`src/common/scm_pkg.sv`:
```
// Shared constants, encodings and state types of the serial channel mode control block.
package scm_pkg;

	localparam logic [7:0] ADDR_MODE       = 8'h00;
	localparam logic [7:0] ADDR_STATUS     = 8'h04;
	localparam logic [7:0] ADDR_CMD        = 8'h08;
	localparam logic [7:0] ADDR_DATA       = 8'h0c;
	localparam logic [7:0] ADDR_INT_MASK   = 8'h10;
	localparam logic [7:0] ADDR_PRELOAD_UP = 8'h14;
	localparam logic [7:0] ADDR_PRELOAD_LO = 8'h18;
	localparam logic [7:0] ADDR_VECTOR     = 8'h1c;
	localparam logic [7:0] ADDR_INPUT      = 8'h20;
	localparam logic [7:0] ADDR_OUT_PORT   = 8'h24;
	localparam logic [7:0] ADDR_OUT_CFG    = 8'h28;
	localparam logic [7:0] ADDR_INT_STAT   = 8'h2c;

	localparam int M1_RTR      = 7;
	localparam int M1_RXSEL    = 6;
	localparam int M1_BLOCK    = 5;
	localparam int M1_PAR_LSB  = 3;
	localparam int M1_PTYPE    = 2;
	localparam int M1_BPC_LSB  = 0;
	localparam int M2_CH_LSB   = 6;
	localparam int M2_RTS      = 5;
	localparam int M2_CTS      = 4;
	localparam int M2_STOP_LSB = 2;
	localparam int CMD_RX_LSB  = 0;
	localparam int CMD_TX_LSB  = 2;
	localparam int CMD_MSC_LSB = 4;
	localparam int CFG_OUT4    = 4;

	localparam logic [1:0] PAR_WITH  = 2'h0;
	localparam logic [1:0] PAR_FORCE = 2'h1;
	localparam logic [1:0] PAR_NONE  = 2'h2;
	localparam logic [1:0] PAR_MDROP = 2'h3;
	localparam logic [1:0] CH_NORMAL = 2'h0;
	localparam logic [1:0] CH_ECHO   = 2'h1;
	localparam logic [1:0] CH_LOCAL  = 2'h2;
	localparam logic [1:0] CH_REMOTE = 2'h3;
	localparam logic [1:0] STOP_ONE_HALF = 2'h2;
	localparam logic [1:0] STOP_TWO  = 2'h3;
	localparam logic [1:0] CMD_ON    = 2'h1;
	localparam logic [1:0] CMD_OFF   = 2'h2;
	localparam logic [2:0] MSC_PTR   = 3'h1;
	localparam logic [2:0] MSC_RX    = 3'h2;
	localparam logic [2:0] MSC_TX    = 3'h3;
	localparam logic [2:0] MSC_ERR   = 3'h4;

	localparam logic [7:0] REG_RST      = 8'h00;
	localparam int         CLK_PERIOD_NS = 100;
	localparam int         DEF_HALF_BIT = 8;
	localparam int         DEF_FIFO_DEPTH = 3;

	typedef enum logic [2:0] {TX_IDLE, TX_START, TX_DATA, TX_PAR, TX_STOP} scm_tx_state_t;
	typedef enum logic [2:0] {RX_IDLE, RX_START, RX_DATA, RX_PAR, RX_STOP, RX_BRK} scm_rx_state_t;

endpackage : scm_pkg

```
`src/hw/scm_channel.sv`:
```
// One asynchronous serial channel with its mode, control and port registers behind APB.
//
// Behaviour
// - A set mask bit lets its interrupt source drive the request output.
// - The timer preload is 16 bits, upper register high byte, lower register low.
// - Input port bit 7 always reads one.
// - Input port bit 6 reads acknowledge level, bits 5 to 0 the input pins.
// - Mode pointer starts at register one, moves to two after any access.
// - Ready-to-receive drops on start bit with full FIFO, returns when space frees.
// - Receive interrupt source is receiver ready or FIFO full; also drives output four.
// - Character mode shows top errors; block mode ORs them until error reset.
// - With or force parity adds and checks a parity bit; 11 means multidrop.
// - Parity type picks odd/even, forced level or address tag.
// - Bits-per-character sets data bits, excluding start, parity and stop.
// - Normal mode runs transmitter and receiver independently.
// - Echo mode resends received line; transmitter flags and writes disabled.
// - Echo resends parity, stop and break as received, still checking them.
// - Local loopback feeds transmitter to receiver; line output held high.
// - Remote loopback resends line; data unreadable and errors inactive.
// - Auto request-to-send clears output bit 0 one bit after idle and disabled.
// - A disabled transmitter shows ready and empty flags inactive.
// - A held character is still sent after the transmitter is disabled.
// - With clear-to-send control, a character starts only while input zero is low.
// - One, one-and-a-half or two stop bits sent; receiver checks only first.
// - Stop code 00 and 01 give one, 10 one-and-a-half, 11 two stop bits.
// - Parity code 00 with, 01 force, 10 none, 11 multidrop.
`timescale 1ns/1ps
`default_nettype none

module scm_channel
	import scm_pkg::*;
#(
	parameter int HALF_BIT_CYC = DEF_HALF_BIT,
	parameter int FIFO_DEPTH   = DEF_FIFO_DEPTH
) (
	input  wire logic        mclk,
	input  wire logic        arst_n,
	input  wire logic [7:0]  paddr,
	input  wire logic        psel,
	input  wire logic        penable,
	input  wire logic        pwrite,
	input  wire logic [31:0] pwdata,
	output var  logic [31:0] prdata,
	output var  logic        pready,
	output var  logic        pslverr,
	input  wire logic        rxdPin,
	input  wire logic [5:0]  inPins,
	input  wire logic        iackPin,
	output var  logic        txdPin,
	output var  logic        outZeroN,
	output var  logic        outFourN,
	output var  logic        irqN,
	output var  logic [15:0] timerPreload,
	output var  logic [7:0]  intVector
);

	localparam int CW = $clog2(FIFO_DEPTH + 1);
	localparam logic [CW-1:0] FULL_CNT  = CW'(FIFO_DEPTH);
	localparam logic [15:0]   HALF_LAST = 16'(HALF_BIT_CYC - 1);
	localparam logic [15:0]   BIT_LAST  = 16'(2 * HALF_BIT_CYC - 1);
	localparam logic [15:0]   STOP1_LAST = BIT_LAST;
	localparam logic [15:0]   STOP15_LAST = 16'(3 * HALF_BIT_CYC - 1);
	localparam logic [15:0]   STOP2_LAST = 16'(4 * HALF_BIT_CYC - 1);

	generate
		if (HALF_BIT_CYC < 1 || HALF_BIT_CYC > 8000 || FIFO_DEPTH < 2 || FIFO_DEPTH > 64) begin : g_chk
			$error("scm_channel: unsupported HALF_BIT_CYC or FIFO_DEPTH");
		end
	endgenerate

	// Pins cross into mclk through two flops; bit 7 rxd, bit 6 acknowledge, 5:0 inputs.
	logic [7:0] inS1Q;
	logic [7:0] inS2Q;
	logic       ctsN;
	logic       iackLvl;
	logic       rxdLine;

	logic [7:0]  mr1Q, mr1D, mr2Q, mr2D, maskQ, maskD, preUpQ, preUpD;
	logic [7:0]  preLoQ, preLoD, vecQ, vecD, outPortQ, outPortD, outCfgQ, outCfgD;
	logic        ptrQ, ptrD, txEnQ, txEnD, rxEnQ, rxEnD;
	logic        preadyQ, preadyD, slvErrQ, slvErrD;
	logic [31:0] prdataQ, prdataD;
	logic        txdQ, txdD, zeroNQ, zeroND, fourNQ, fourND, irqNQ, irqND;

	logic        acc, wr, cmdWr, thrWr, rxPop, rxReset, txReset, errReset;
	logic [2:0]  misc;
	logic [1:0]  chMode;
	logic        notEcho;
	logic [7:0]  statusByte, intStat;
	logic        transmitter_ready_flag, transmitter_empty_flag, receiver_ready_flag, fifo_full_flag, rxIntSrc;

	scm_tx_state_t txStQ, txStD;
	logic [15:0] txCntQ, txCntD, rtsCntQ, rtsCntD, stopLast;
	logic [2:0]  txBitQ, txBitD;
	logic [7:0]  txShQ, txShD, thrQ, thrD;
	logic        txParQ, txParD, txLineQ, txLineD, thrFullQ, thrFullD;
	logic [1:0]  txLenQ, txLenD, txStopQ, txStopD;
	logic        txParEnQ, txParEnD, rtsArm, rtsClear;
	logic [1:0]  pm;
	logic        ptype;

	scm_rx_state_t rxStQ, rxStD;
	logic [15:0] rxCntQ, rxCntD;
	logic [2:0]  rxBitQ, rxBitD;
	logic [7:0]  rxShQ, rxShD, rxData;
	logic        rxParQ, rxParD, rxIn, rxZero;
	logic [10:0] memQ [FIFO_DEPTH];
	logic [10:0] memD [FIFO_DEPTH];
	logic [CW-1:0] cntQ, cntD;
	logic [2:0]  blkQ, blkD, errShow;
	logic        ovrQ, ovrD, rtrNegQ, rtrNegD;
	logic [10:0] entry;
	logic        push;

	assign ctsN    = inS2Q[0];
	assign iackLvl = inS2Q[6];
	assign rxdLine = inS2Q[7];
	assign chMode  = mr2Q[M2_CH_LSB +: 2];
	assign notEcho = (chMode != CH_ECHO);
	assign pm      = mr1Q[M1_PAR_LSB +: 2];
	assign ptype   = mr1Q[M1_PTYPE];

	assign prdata       = prdataQ;
	assign pready       = preadyQ;
	assign pslverr      = slvErrQ;
	assign txdPin       = txdQ;
	assign outZeroN     = zeroNQ;
	assign outFourN     = fourNQ;
	assign irqN         = irqNQ;
	assign timerPreload = {preUpQ, preLoQ};
	assign intVector    = vecQ;

	always_ff @(posedge mclk or negedge arst_n) begin
		if (!arst_n) begin
			inS1Q <= 8'hff;
			inS2Q <= 8'hff;
		end else begin
			inS1Q <= {rxdPin, iackPin, inPins};
			inS2Q <= inS1Q;
		end
	end

	// Status seen by software and by the output pins.
	assign transmitter_ready_flag    = txEnQ && !thrFullQ && notEcho;
	assign transmitter_empty_flag    = transmitter_ready_flag && (txStQ == TX_IDLE);
	assign receiver_ready_flag    = (cntQ != '0);
	assign fifo_full_flag    = (cntQ == FULL_CNT);
	assign rxIntSrc = mr1Q[M1_RXSEL] ? fifo_full_flag : receiver_ready_flag;
	assign errShow  = mr1Q[M1_BLOCK] ? blkQ : (receiver_ready_flag ? memQ[0][10:8] : 3'h0);
	assign statusByte = {errShow, ovrQ, transmitter_empty_flag, transmitter_ready_flag, fifo_full_flag, receiver_ready_flag};
	assign intStat  = {6'h00, rxIntSrc, transmitter_ready_flag};

	// APB decode: one wait state, writes and side effects on the completing edge.
	assign acc      = psel && penable && preadyQ;
	assign wr       = acc && pwrite;
	assign cmdWr    = wr && (paddr == ADDR_CMD);
	assign misc     = pwdata[CMD_MSC_LSB +: 3];
	assign rxReset  = cmdWr && (misc == MSC_RX);
	assign txReset  = cmdWr && (misc == MSC_TX);
	assign errReset = cmdWr && (misc == MSC_ERR);
	assign thrWr    = wr && (paddr == ADDR_DATA);
	assign rxPop    = acc && !pwrite && (paddr == ADDR_DATA);

	always_comb begin
		mr1D     = mr1Q;
		mr2D     = mr2Q;
		ptrD     = ptrQ;
		maskD    = maskQ;
		preUpD   = preUpQ;
		preLoD   = preLoQ;
		vecD     = vecQ;
		outPortD = outPortQ;
		outCfgD  = outCfgQ;
		txEnD    = txEnQ;
		rxEnD    = rxEnQ;
		if (acc && (paddr == ADDR_MODE)) begin
			if (pwrite && !ptrQ) begin
				mr1D = pwdata[7:0];
			end else if (pwrite) begin
				mr2D = pwdata[7:0];
			end
			ptrD = 1'b1;
		end
		if (cmdWr && (misc == MSC_PTR)) begin
			ptrD = 1'b0;
		end
		if (cmdWr && (pwdata[CMD_TX_LSB +: 2] == CMD_ON)) begin
			txEnD = 1'b1;
		end else if (cmdWr && (pwdata[CMD_TX_LSB +: 2] == CMD_OFF)) begin
			txEnD = 1'b0;
		end
		if (txReset) begin
			txEnD = 1'b0;
		end
		if (cmdWr && (pwdata[CMD_RX_LSB +: 2] == CMD_ON)) begin
			rxEnD = 1'b1;
		end else if (cmdWr && (pwdata[CMD_RX_LSB +: 2] == CMD_OFF)) begin
			rxEnD = 1'b0;
		end
		if (rxReset) begin
			rxEnD = 1'b0;
		end
		if (rtsClear) begin
			outPortD[0] = 1'b0;
		end
		if (wr) begin
			unique case (paddr)
				ADDR_INT_MASK:   maskD    = pwdata[7:0];
				ADDR_PRELOAD_UP: preUpD   = pwdata[7:0];
				ADDR_PRELOAD_LO: preLoD   = pwdata[7:0];
				ADDR_VECTOR:     vecD     = pwdata[7:0];
				ADDR_OUT_PORT:   outPortD = pwdata[7:0];
				ADDR_OUT_CFG:    outCfgD  = pwdata[7:0];
				default:         ;
			endcase
		end
		preadyD = psel && penable && !preadyQ;
		prdataD = 32'h0;
		slvErrD = 1'b0;
		if (preadyD && !pwrite) begin
			unique case (paddr)
				ADDR_MODE:       prdataD[7:0] = ptrQ ? mr2Q : mr1Q;
				ADDR_STATUS:     prdataD[7:0] = statusByte;
				ADDR_CMD:        prdataD[7:0] = 8'h00;
				ADDR_DATA:       prdataD[7:0] = memQ[0][7:0];
				ADDR_INT_MASK:   prdataD[7:0] = maskQ;
				ADDR_PRELOAD_UP: prdataD[7:0] = preUpQ;
				ADDR_PRELOAD_LO: prdataD[7:0] = preLoQ;
				ADDR_VECTOR:     prdataD[7:0] = vecQ;
				ADDR_INPUT:      prdataD[7:0] = {1'b1, iackLvl, inS2Q[5:0]};
				ADDR_OUT_PORT:   prdataD[7:0] = outPortQ;
				ADDR_OUT_CFG:    prdataD[7:0] = outCfgQ;
				ADDR_INT_STAT:   prdataD[7:0] = intStat;
				default:         slvErrD = 1'b1;
			endcase
		end else if (preadyD) begin
			slvErrD = !(paddr inside {ADDR_MODE, ADDR_CMD, ADDR_DATA, ADDR_INT_MASK,
				ADDR_PRELOAD_UP, ADDR_PRELOAD_LO, ADDR_VECTOR, ADDR_OUT_PORT, ADDR_OUT_CFG});
		end
		irqND  = ~|(intStat & maskQ);
		fourND = outCfgQ[CFG_OUT4] ? !rxIntSrc : !outPortQ[4];
		zeroND = !(outPortQ[0] && !(mr1Q[M1_RTR] && rtrNegQ));
		unique case (chMode)
			CH_LOCAL:  txdD = 1'b1;
			CH_ECHO:   txdD = rxdLine;
			CH_REMOTE: txdD = rxdLine;
			default:   txdD = txLineQ;
		endcase
	end

	always_ff @(posedge mclk or negedge arst_n) begin
		if (!arst_n) begin
			mr1Q     <= REG_RST;
			mr2Q     <= REG_RST;
			ptrQ     <= 1'b0;
			maskQ    <= REG_RST;
			preUpQ   <= REG_RST;
			preLoQ   <= REG_RST;
			vecQ     <= REG_RST;
			outPortQ <= REG_RST;
			outCfgQ  <= REG_RST;
			txEnQ    <= 1'b0;
			rxEnQ    <= 1'b0;
			preadyQ  <= 1'b0;
			prdataQ  <= 32'h0;
			slvErrQ  <= 1'b0;
			txdQ     <= 1'b1;
			zeroNQ   <= 1'b1;
			fourNQ   <= 1'b1;
			irqNQ    <= 1'b1;
		end else begin
			mr1Q     <= mr1D;
			mr2Q     <= mr2D;
			ptrQ     <= ptrD;
			maskQ    <= maskD;
			preUpQ   <= preUpD;
			preLoQ   <= preLoD;
			vecQ     <= vecD;
			outPortQ <= outPortD;
			outCfgQ  <= outCfgD;
			txEnQ    <= txEnD;
			rxEnQ    <= rxEnD;
			preadyQ  <= preadyD;
			prdataQ  <= prdataD;
			slvErrQ  <= slvErrD;
			txdQ     <= txdD;
			zeroNQ   <= zeroND;
			fourNQ   <= fourND;
			irqNQ    <= irqND;
		end
	end

	// Transmitter: holding register, shifter and the request-to-send timer.
	assign rtsArm   = mr2Q[M2_RTS] && !txEnQ && (txStQ == TX_IDLE) && !thrFullQ && outPortQ[0];
	assign rtsClear = rtsArm && (rtsCntQ == BIT_LAST);

	always_comb begin
		txStD    = txStQ;
		txCntD   = txCntQ + 16'h1;
		txBitD   = txBitQ;
		txShD    = txShQ;
		txParD   = txParQ;
		txLineD  = txLineQ;
		thrD     = thrQ;
		thrFullD = thrFullQ;
		txLenD   = txLenQ;
		txStopD  = txStopQ;
		txParEnD = txParEnQ;
		rtsCntD  = rtsArm ? rtsCntQ + 16'h1 : 16'h0;
		unique case (txStopQ)
			STOP_ONE_HALF: stopLast = STOP15_LAST;
			STOP_TWO:      stopLast = STOP2_LAST;
			default:       stopLast = STOP1_LAST;
		endcase
		unique case (txStQ)
			TX_IDLE: begin
				txCntD = 16'h0;
				if (thrFullQ && (!mr2Q[M2_CTS] || !ctsN)) begin
					txShD    = thrQ & (8'hff >> (2'h3 - mr1Q[M1_BPC_LSB +: 2]));
					thrFullD = 1'b0;
					txLenD   = mr1Q[M1_BPC_LSB +: 2];
					txStopD  = mr2Q[M2_STOP_LSB +: 2];
					txParEnD = (pm != PAR_NONE);
					txParD   = (pm == PAR_WITH) ? ^(thrQ & (8'hff >> (2'h3 - mr1Q[M1_BPC_LSB +: 2]))) ^ ptype
						: ptype;
					txLineD  = 1'b0;
					txStD    = TX_START;
				end
			end
			TX_START: begin
				if (txCntQ == BIT_LAST) begin
					txCntD  = 16'h0;
					txBitD  = 3'h0;
					txLineD = txShQ[0];
					txShD   = txShQ >> 1;
					txStD   = TX_DATA;
				end
			end
			TX_DATA: begin
				if (txCntQ == BIT_LAST) begin
					txCntD = 16'h0;
					if (txBitQ == ({1'b0, txLenQ} + 3'h4)) begin
						txLineD = txParEnQ ? txParQ : 1'b1;
						txStD   = txParEnQ ? TX_PAR : TX_STOP;
					end else begin
						txBitD  = txBitQ + 3'h1;
						txLineD = txShQ[0];
						txShD   = txShQ >> 1;
					end
				end
			end
			TX_PAR: begin
				if (txCntQ == BIT_LAST) begin
					txCntD  = 16'h0;
					txLineD = 1'b1;
					txStD   = TX_STOP;
				end
			end
			TX_STOP: begin
				if (txCntQ == stopLast) begin
					txStD = TX_IDLE;
				end
			end
			default: txStD = TX_IDLE;
		endcase
		if (thrWr && txEnQ && notEcho && !thrFullQ) begin
			thrD     = pwdata[7:0];
			thrFullD = 1'b1;
		end
		if (txReset) begin
			txStD    = TX_IDLE;
			thrFullD = 1'b0;
			txLineD  = 1'b1;
		end
	end

	always_ff @(posedge mclk or negedge arst_n) begin
		if (!arst_n) begin
			txStQ    <= TX_IDLE;
			txCntQ   <= 16'h0;
			txBitQ   <= 3'h0;
			txShQ    <= 8'h00;
			txParQ   <= 1'b0;
			txLineQ  <= 1'b1;
			thrQ     <= 8'h00;
			thrFullQ <= 1'b0;
			txLenQ   <= 2'h0;
			txStopQ  <= 2'h0;
			txParEnQ <= 1'b0;
			rtsCntQ  <= 16'h0;
		end else begin
			txStQ    <= txStD;
			txCntQ   <= txCntD;
			txBitQ   <= txBitD;
			txShQ    <= txShD;
			txParQ   <= txParD;
			txLineQ  <= txLineD;
			thrQ     <= thrD;
			thrFullQ <= thrFullD;
			txLenQ   <= txLenD;
			txStopQ  <= txStopD;
			txParEnQ <= txParEnD;
			rtsCntQ  <= rtsCntD;
		end
	end

	// Receiver, its FIFO and the error and flow-control flags.
	assign rxIn   = (chMode == CH_LOCAL) ? txLineQ : rxdLine;
	assign rxData = rxShQ >> (2'h3 - mr1Q[M1_BPC_LSB +: 2]);
	assign rxZero = (rxData == 8'h00) && !(rxParQ && pm != PAR_NONE);

	always_comb begin
		rxStD   = rxStQ;
		rxCntD  = rxCntQ + 16'h1;
		rxBitD  = rxBitQ;
		rxShD   = rxShQ;
		rxParD  = rxParQ;
		rtrNegD = rtrNegQ && (cntQ == FULL_CNT);
		push    = 1'b0;
		entry   = {3'h0, rxData};
		unique case (rxStQ)
			RX_IDLE: begin
				rxCntD = 16'h0;
				if (rxEnQ && !rxIn) begin
					rxStD = RX_START;
				end
			end
			RX_START: begin
				if (rxCntQ == HALF_LAST) begin
					rxCntD = 16'h0;
					rxBitD = 3'h0;
					rxParD = 1'b0;
					rxStD  = rxIn ? RX_IDLE : RX_DATA;
					if (!rxIn && fifo_full_flag && mr1Q[M1_RTR]) begin
						rtrNegD = 1'b1;
					end
				end
			end
			RX_DATA: begin
				if (rxCntQ == BIT_LAST) begin
					rxCntD = 16'h0;
					rxShD  = {rxIn, rxShQ[7:1]};
					rxBitD = rxBitQ + 3'h1;
					if (rxBitQ == ({1'b0, mr1Q[M1_BPC_LSB +: 2]} + 3'h4)) begin
						rxStD = (pm == PAR_NONE) ? RX_STOP : RX_PAR;
					end
				end
			end
			RX_PAR: begin
				if (rxCntQ == BIT_LAST) begin
					rxCntD = 16'h0;
					rxParD = rxIn;
					rxStD  = RX_STOP;
				end
			end
			RX_STOP: begin
				if (rxCntQ == BIT_LAST) begin
					push     = (chMode != CH_REMOTE);
					entry[10] = rxZero && !rxIn;
					entry[9]  = !rxIn;
					unique case (pm)
						PAR_WITH:  entry[8] = ^rxData ^ rxParQ ^ ptype;
						PAR_FORCE: entry[8] = rxParQ ^ ptype;
						PAR_MDROP: entry[8] = rxParQ;
						default:   entry[8] = 1'b0;
					endcase
					rxStD = (rxZero && !rxIn) ? RX_BRK : RX_IDLE;
				end
			end
			RX_BRK: begin
				if (rxIn) begin
					rxStD = RX_IDLE;
				end
			end
			default: rxStD = RX_IDLE;
		endcase
		for (int i = 0; i < FIFO_DEPTH; i++) begin
			memD[i] = memQ[i];
		end
		cntD = cntQ;
		ovrD = ovrQ && !errReset;
		if (rxPop && receiver_ready_flag) begin
			for (int i = 0; i < FIFO_DEPTH - 1; i++) begin
				memD[i] = memQ[i + 1];
			end
			memD[FIFO_DEPTH - 1] = 11'h000;
			cntD = cntQ - CW'(1);
		end
		if (push && cntD != FULL_CNT) begin
			memD[cntD] = entry;
			cntD       = cntD + CW'(1);
		end else if (push) begin
			ovrD = 1'b1;
		end
		blkD = (errReset ? 3'h0 : blkQ) | (receiver_ready_flag ? memQ[0][10:8] : 3'h0);
		if (rxReset) begin
			rxStD   = RX_IDLE;
			cntD    = '0;
			rtrNegD = 1'b0;
		end
	end

	always_ff @(posedge mclk or negedge arst_n) begin
		if (!arst_n) begin
			rxStQ   <= RX_IDLE;
			rxCntQ  <= 16'h0;
			rxBitQ  <= 3'h0;
			rxShQ   <= 8'h00;
			rxParQ  <= 1'b0;
			cntQ    <= '0;
			blkQ    <= 3'h0;
			ovrQ    <= 1'b0;
			rtrNegQ <= 1'b0;
			for (int i = 0; i < FIFO_DEPTH; i++) begin
				memQ[i] <= 11'h000;
			end
		end else begin
			rxStQ   <= rxStD;
			rxCntQ  <= rxCntD;
			rxBitQ  <= rxBitD;
			rxShQ   <= rxShD;
			rxParQ  <= rxParD;
			cntQ    <= cntD;
			blkQ    <= blkD;
			ovrQ    <= ovrD;
			rtrNegQ <= rtrNegD;
			for (int i = 0; i < FIFO_DEPTH; i++) begin
				memQ[i] <= memD[i];
			end
		end
	end

endmodule : scm_channel

`default_nettype wire

```
`config.mk`:
```
export PLATFORM = sky130hd
export DESIGN_NAME = scm_channel
export DESIGN_NICKNAME = d
export VERILOG_FILES = /design/src/common/scm_pkg.sv /design/src/hw/scm_channel.sv
export SDC_FILE = /design/constraint.sdc
export NUM_CORES = 1
export LEC_CHECK = 0
export BUFFER_PORTS_ARGS = -buffer_cell sky130_fd_sc_hd__buf_4
export CAP_MARGIN = 20
export CORE_UTILIZATION = 55
export CTS_BUF_LIST = sky130_fd_sc_hd__clkbuf_4 sky130_fd_sc_hd__clkbuf_8
export DETAILED_ROUTE_END_ITERATION = 12
export HOLD_SLACK_MARGIN = 0.05
export MAX_ROUTING_LAYER = met4
export PLACE_DENSITY_LB_ADDON = 0.3
export RECOVER_POWER = 25
export SLEW_MARGIN = 15
export SYNTH_ARGS = -nofsm -noshare
export SYNTH_HDL_FRONTEND = slang
export SYNTH_SLANG_ARGS = --single-unit
```
`constraint.sdc`:
```
create_clock -name mclk -period 2.8 [get_ports mclk]
set_input_delay 0 -clock mclk [delete_from_list [all_inputs] [get_ports mclk]]
set_output_delay 0 -clock mclk [all_outputs]
set_load 0.005 [all_outputs]
```
==> run_results.csv, run 1 <==
group,metric,value,unit
global_route,grt_pass1_wl,45400,um
synthesis,synth_xor_area_frac,0.0434,
synthesis,synthesis.area,0.0115,mm2
synthesis,ys_warn_count,0,
drt,dr.pass1.iters,6,
floorplan,die_w,147,um
cells_and_area,area_growth,16.9,%
power,power_frac_seq,0.452,
drt,wl,27300,um
placement,dp_worst_setup_slack,0.0200,ns
synthesis,synth_top_area_share,0.455,
floorplan,die_y,147,um
worst_setup_path,crit_arrival,3.08,ns
global_route,track_usage,0.273,
cells_and_area,final_cell_mix,"dfrtp_1, nor2_1, buf_4, nand2_1, mux2_2",
cells_and_area,drive_gt1_frac,0.259,
cells_and_area,final_nets,1265,
clock_tree,cts_buffer_depth,3,
cells_and_area,diodes,0,
synthesis,synth_cell_types,71,
global_route,grt_pass1_vias,8647,
floorplan,io_pins,115,
drt,avgViaCountPerCell,5.78,
synthesis,ys_ff_latch,230,
synthesis,synth_simple_gate_area_frac,0.170,
synthesis,synth-edff-count,0,
synthesis,synthMuxAreaShare,0.113,
sta,post-route-min-period,2.62,ns
sta,fmax,0.381,GHz
clock_tree,clock-root-buffer,"clkbuf_8",
drt,wl_per_cell,18.2,um
clock_tree,cts_buffers,39,
floorplan,rows,52,
power,p_comb_frac,0.133,
sta,fin_crit_sh,0.937,
sta,rsz0062_at_grt,"yes",
sta,setup_viol,0,
sta,timing.final.ws_setup,0.177,ns
worst_hold_path,min_path_type,"input pin to register",
run_status,run_status,"finished with violations",
drt,vias,8654,
sta,finalHoldViolations,0,
power,peakVddDrop,0.320,mV
cells_and_area,stdcell_area,0.0134,mm2
clock_tree,insertion_delay,0.54,ns
worst_setup_path,critPathCaptureType,"register",
global_route,gr-total-overflow,0,
synthesis,syn_inst,1081,
power,power.density,594,mW/mm2
synthesis,synth.area.top_cells,"dfrtp_1, mux2_2, dfstp_2",
floorplan,die_area,0.0215,mm2
placement,place.gp.congestion,0.970,
power,p_sw_frac,0.272,
worst_setup_path,critical_path_required,3.26,ns
synthesis,ys_async_sr_fraction,1.00,
sta,finClkSkew,0.0313,ns
floorplan,fp.coreArea,0.0204,mm2
clock_tree,cts_tree,"yes",
floorplan,start_util,0.565,
placement,portBuffers,66,
synthesis,syn_avg_cell_area,10.6,um2
power,p_int,5820,uW
synthesis,synthFlopType,"dfrtp_1",
drt,dr.first_iter.drc_count,769,
clock_tree,cts.sinks,230,
synthesis,synth_top_family_by_area,"simple AND/OR/NAND/NOR gates",
power,leakage,0.00613,uW
sta,slew_violations,105,
drt,drc,0,
run_status,violations,"capacitance limit, slew limit",
flow_run,maxCapViolations,1,
sta,max_slew_margin,-0.633,
synthesis,synthAdderAreaFrac,0.0163,
synthesis,synth-seq-area-share,0.503,
worst_setup_path,path_max_fanout,22,
placement,place_area,0.0123,mm2
power,power_frac_clock,0.414,
global_route,antenna_found_initial,0,
worst_setup_path,worstSetupStartpointType,"register",
placement,hpwl,18600,um
sta,tightest_slew,2.45,ns
clock_tree,htree_levels,2,
drt,antenna_left,0,
clock_tree,clkTransAtPathRegs,0.07,ns
power,switching_power,2170,uW
synthesis,yosys.area.top_type,"dfrtp_1",
synthesis,synth-compound-area-share,0.112,
cells_and_area,final_common_cell,"dfrtp_1",
global_route,grt_max_degree,107,
worst_setup_path,crit_type,"register to register",
[stage by stage]
step | setup TNS, ns | total power, uW | utilization | instances | hold slack, ns
final | 0 | 7990 | 0.660 | 1496 | 0.0824
after global routing | -0.00941 | 8360 | 0.660 | 1496 | 0.114
after CTS | 0 | 8050 | 0.660 | 1496 | 0.0646
after detailed placement | 0 | 4690 | 0.604 | 1399 | 0.104
after global placement | 0 | 4670 | 0.604 | 1399 | 0.0947
after floorplan | 0 | 4350 | - | 1104 | -0.296
[worst max-delay path, cell delays in order, from the launching register on]
cell      delay, ns
dfrtp_1        0.38
inv_1          0.06
ha_1           0.22
nor2_1         0.12
and4_1         0.34
xnor2_1        0.17
inv_1          0.09
ha_2           0.21
nor4b_4        0.30
and2_4         0.40
a211oi_1       0.10
a21oi_1        0.15
[path summary, 6_finish.rpt]
check                                            to  depth (start not counted)                from  slack, ns
min in group asynchronous       txCntQ[6]$_DFF_PN0_                          2              arst_n       0.75
worst max register to register   memQ[11]$_DFF_PN0_                         11   cntQ[0]$_DFF_PN0_       0.18
max in group asynchronous        memQ[14]$_DFF_PN0_                          2              arst_n       0.58
worst max-delay path             memQ[11]$_DFF_PN0_                         11   cntQ[0]$_DFF_PN0_       0.18
worst min-delay path               ptrQ$_DFFE_PN0P_                          5                psel       0.08
worst min register to register   inS2Q[0]$_DFF_PN1_                          0  inS1Q[0]$_DFF_PN1_       0.34
[sequential cells by signal (all words and copies together), names as in the netlist, 16 cells and up]
name and cells:
rxCntQ 16, rtsCntQ 16, memQ 33, txCntQ 16
[final cells by class]
| cell class | instances | area (um2) |
|---|---|---|
| Clock buffer | 61 | 783 |
| Tap cell | 270 | 338 |
| Clock inverter | 9 | 97.6 |
| Fill cell | 1602 | 6920 |
| Sequential cell | 230 | 5780 |
| Inverter | 16 | 60.1 |
| Timing Repair Buffer | 129 | 1060 |
| Multi-Input combinational cell | 781 | 5330 |
[synth_stat cells (4+ instances only)]
library cell  number
dfrtp_1          209
a22oi_1           11
ha_1              15
mux2i_1           28
and2_1             7
clkbuf_1          28
and4_1             4
a22o_1             7
a21oi_2           11
xnor2_1           26
nor4_1            10
nand2b_1           8
and3_1            15
o21ai_0           60
a32oi_1            4
mux2_2            86
dfstp_2           21
xor2_1            31
a31oi_1            9
a211oi_1          22
nor3_1            13
nand4_1           16
or3_1              4
nand3_1           40
nand2_1           87
a21oi_1           48
buf_2             18
nor2b_1           35
buf_4             25
inv_1             16
nor2_1            94
and3b_1            4
nor4_4             4
[power by group through the flow]
stage / registers (uW) / clock network (uW) / logic [uW]
6_report: 3610 / 3310 / 1070
5_1_grt: 3630 / 3540 / 1190
4_1_cts: 3610 / 3380 / 1060
3_5_place_dp: 3660 / 0 / 1030
3_3_place_gp: 3660 / 0 / 1010
2_1_floorplan: 3550 / 0 / 800
[cells by family (layout without fill, tap and decap cells)]
logic type,Yosys count,after routing
buffers and inverters,93,215
multiplexers,117,117
other,1,24
flip-flops,230,230
AO/OA/AOI/OAI,201,201
AND/OR/NAND/NOR,367,367
XOR/XNOR,57,57
adder cells (fa/ha/maj),15,15
[timing repair]
item	in CTS	in global routing
resized for setup	0	4
hold endpoints to repair	206	0
setup endpoints to repair	0	32
buffers inserted	0	0
hold buffers	27	0
[metal layers]
layer | track usage | wire length, um
met1 | 0.379 | 11900
met3 | 0.0456 | 2170
met4 | 0.0885 | 669
met5 | - | 0
met2 | 0.407 | 12600
Power figures use the tool's default switching activity.
==> run 2: changes to the inputs <==
--- a/config.mk
+++ b/config.mk
@@ -14,4 +14,3 @@
 export MAX_ROUTING_LAYER = met4
-export PLACE_DENSITY_LB_ADDON = 0.3
-export RECOVER_POWER = 25
+export PLACE_DENSITY = 0.8
 export SLEW_MARGIN = 15
--- a/constraint.sdc
+++ b/constraint.sdc
@@ -3,2 +3,2 @@
 set_output_delay 0 -clock mclk [all_outputs]
-set_load 0.005 [all_outputs]
+set_load 0.05 [all_outputs]
==> run 2 against run 1 <==
The run now ends clean. Worst hold slack lost 0.0047 ns. Final cell count is 0.40% higher. Sequential power is essentially flat. Fmax down 0.81%. Register-to-register slack got worse by 0.02 ns. Critical path depth is the same. Die area is the same. Critical path type unchanged. Flip-flop and latch count is the same. Worst setup slack worse by 0.021 ns. Sequential share of layout area about the same. Critical endpoint is now memQ[31]$_DFF_PN0_.
==> run_results.csv, run 2 (same netlist as run 1, synthesis figures left out) <==
group,metric,value,unit
run_status,run_status,"finished clean",
clock_tree,clock-root-buffer,"clkbuf_8",
worst_setup_path,crit_type,"register to register",
drt,vias,8846,
floorplan,die_area,0.0215,mm2
sta,setup_viol,0,
floorplan,fp.coreArea,0.0204,mm2
sta,timing.final.ws_setup,0.155,ns
global_route,grt_max_degree,99,
clock_tree,insertion_delay,0.56,ns
drt,wl_per_cell,18.9,um
sta,post-route-min-period,2.64,ns
cells_and_area,largest_reg_flops,33,
cells_and_area,area_growth,17.0,%
global_route,gr-total-overflow,0,
floorplan,die_y,147,um
sta,finalHoldViolations,0,
cells_and_area,final_common_cell,"dfrtp_1",
worst_hold_path,min_path_type,"input pin to async pin",
worst_setup_path,critical_path_required,3.29,ns
cells_and_area,drive_gt1_frac,0.262,
drt,antenna_left,0,
sta,fmax,0.378,GHz
cells_and_area,fill_cells,1508,
clock_tree,cts_buffer_depth,3,
cells_and_area,largest-register,"memQ",
cells_and_area,final_cell_mix,"dfrtp_1, buf_4, nor2_1, nand2_1, mux2_2",
placement,portBuffers,66,
sta,fin_tns_setup,0,ns
clock_tree,cts.sinks,230,
worst_setup_path,worstSetupStartpointType,"register",
clock_tree,cts_buffers,39,
drt,wl,28400,um
drt,dr.first_iter.drc_count,752,
global_route,antenna_found_initial,1,
floorplan,rows,52,
power,total_power,7960,uW
power,leakage,0.00616,uW
clock_tree,clkTransAtPathRegs,0.07,ns
power,peakVddDrop,0.301,mV
floorplan,io_pins,115,
power,power.density,592,mW/mm2
floorplan,die_w,147,um
placement,dp_worst_setup_slack,-0.0307,ns
flow_run,maxCapViolations,0,
placement,place.gp.congestion,1.01,
sta,max_slew_margin,0.359,
sta,slew_violations,0,
worst_setup_path,path_max_fanout,10,
floorplan,start_util,0.565,
worst_setup_path,crit_arrival,3.13,ns
cells_and_area,final_nets,1269,
sta,fin_crit_sh,0.945,
placement,hpwl,18600,um
clock_tree,htree_levels,2,
worst_setup_path,critPathCaptureType,"register",
drt,drc,0,
drt,dr.pass1.iters,5,
placement,place_area,0.0123,mm2
drt,avgViaCountPerCell,5.89,
sta,tightest_slew,0.953,ns
cells_and_area,stdcell_area,0.0135,mm2
global_route,track_usage,0.275,
clock_tree,cts_tree,"yes",
global_route,grt_pass1_vias,8662,
global_route,grt_pass1_wl,45300,um
sta,finClkSkew,0.0361,ns
-- run 2: critical path, stage by stage, from the launching register on --
cell and delay, ns:
dfrtp_1 0.38, inv_1 0.06, ha_1 0.20, nor2_1 0.12, and4_2 0.31, xnor2_1 0.17, inv_1 0.10, ha_1 0.26
nor4b_4 0.31, buf_4 0.21, and2_4 0.26, mux2i_1 0.19
-- run 2: final timing paths --
kind / slack [ns] / startpoint / to / depth (start not counted)
worst min-delay path: 0.08 / arst_n / txCntQ[11]$_DFF_PN0_ / 2
worst max-delay path: 0.16 / cntQ[0]$_DFF_PN0_ / memQ[31]$_DFF_PN0_ / 11
min in group mclk: 0.08 / paddr[5] / ptrQ$_DFFE_PN0P_ / 5
worst min register to register: 0.35 / inS1Q[7]$_DFF_PN1_ / inS2Q[7]$_DFF_PN1_ / 0
worst max register to register: 0.16 / cntQ[0]$_DFF_PN0_ / memQ[31]$_DFF_PN0_ / 11
max in group asynchronous: 1.76 / arst_n / inS2Q[7]$_DFF_PN1_ / 3
-- run 2: metrics by stage --
step	instances	hold slack [ns]	utilization
after CTS	1495	0.0531	0.658
after floorplan	1104	-0.296	-
after global placement	1397	0.0696	0.603
after detailed placement	1397	0.0786	0.603
after global routing	1502	0.0724	0.661
final	1502	0.0777	0.661
-- run 2: layout make-up --
type                    instances  area, um2  share of cell area
diodes                          1       2.50            0.000186
clock buffers                  66        821              0.0610
clock inverters                 5       31.3             0.00233
inverters                      16       60.1             0.00446
multi-input cells             784       5350               0.398
flip-flops and latches        230       5780               0.430
well taps                     270        338              0.0251
repair buffers                130       1060              0.0791
-- run 2: repair_timing --
| action | 4_1_cts | 5_1_grt |
|---|---|---|
| endpoints found under the setup margin | 15 | 33 |
| hold endpoints to repair | 251 | 0 |
| hold buffers | 27 | 0 |
| pin swaps | 2 | 3 |
| resized for setup | 1 | 6 |
| cloned | 0 | 3 |
| setup buffers | 0 | 3 |
-- run 2: metal layers --
layer  vias to the layer above  wire [um]  global-route usage  part of all wire
li1                       4045          -                   -                 -
met2                       329      13500               0.422              0.47
met5                         -          0                   -                 0
met4                         0        714              0.0995             0.025
met3                        74       1970              0.0531             0.069
met1                      4398      12300               0.363              0.43
-- run 2: power breakdown --
group / switching (uW) / internal, uW / total, uW
clock: 1360 / 1850 / 3210
combinational: 730 / 409 / 1140
sequential: 169 / 3440 / 3610
total: 2260 / 5700 / 7960
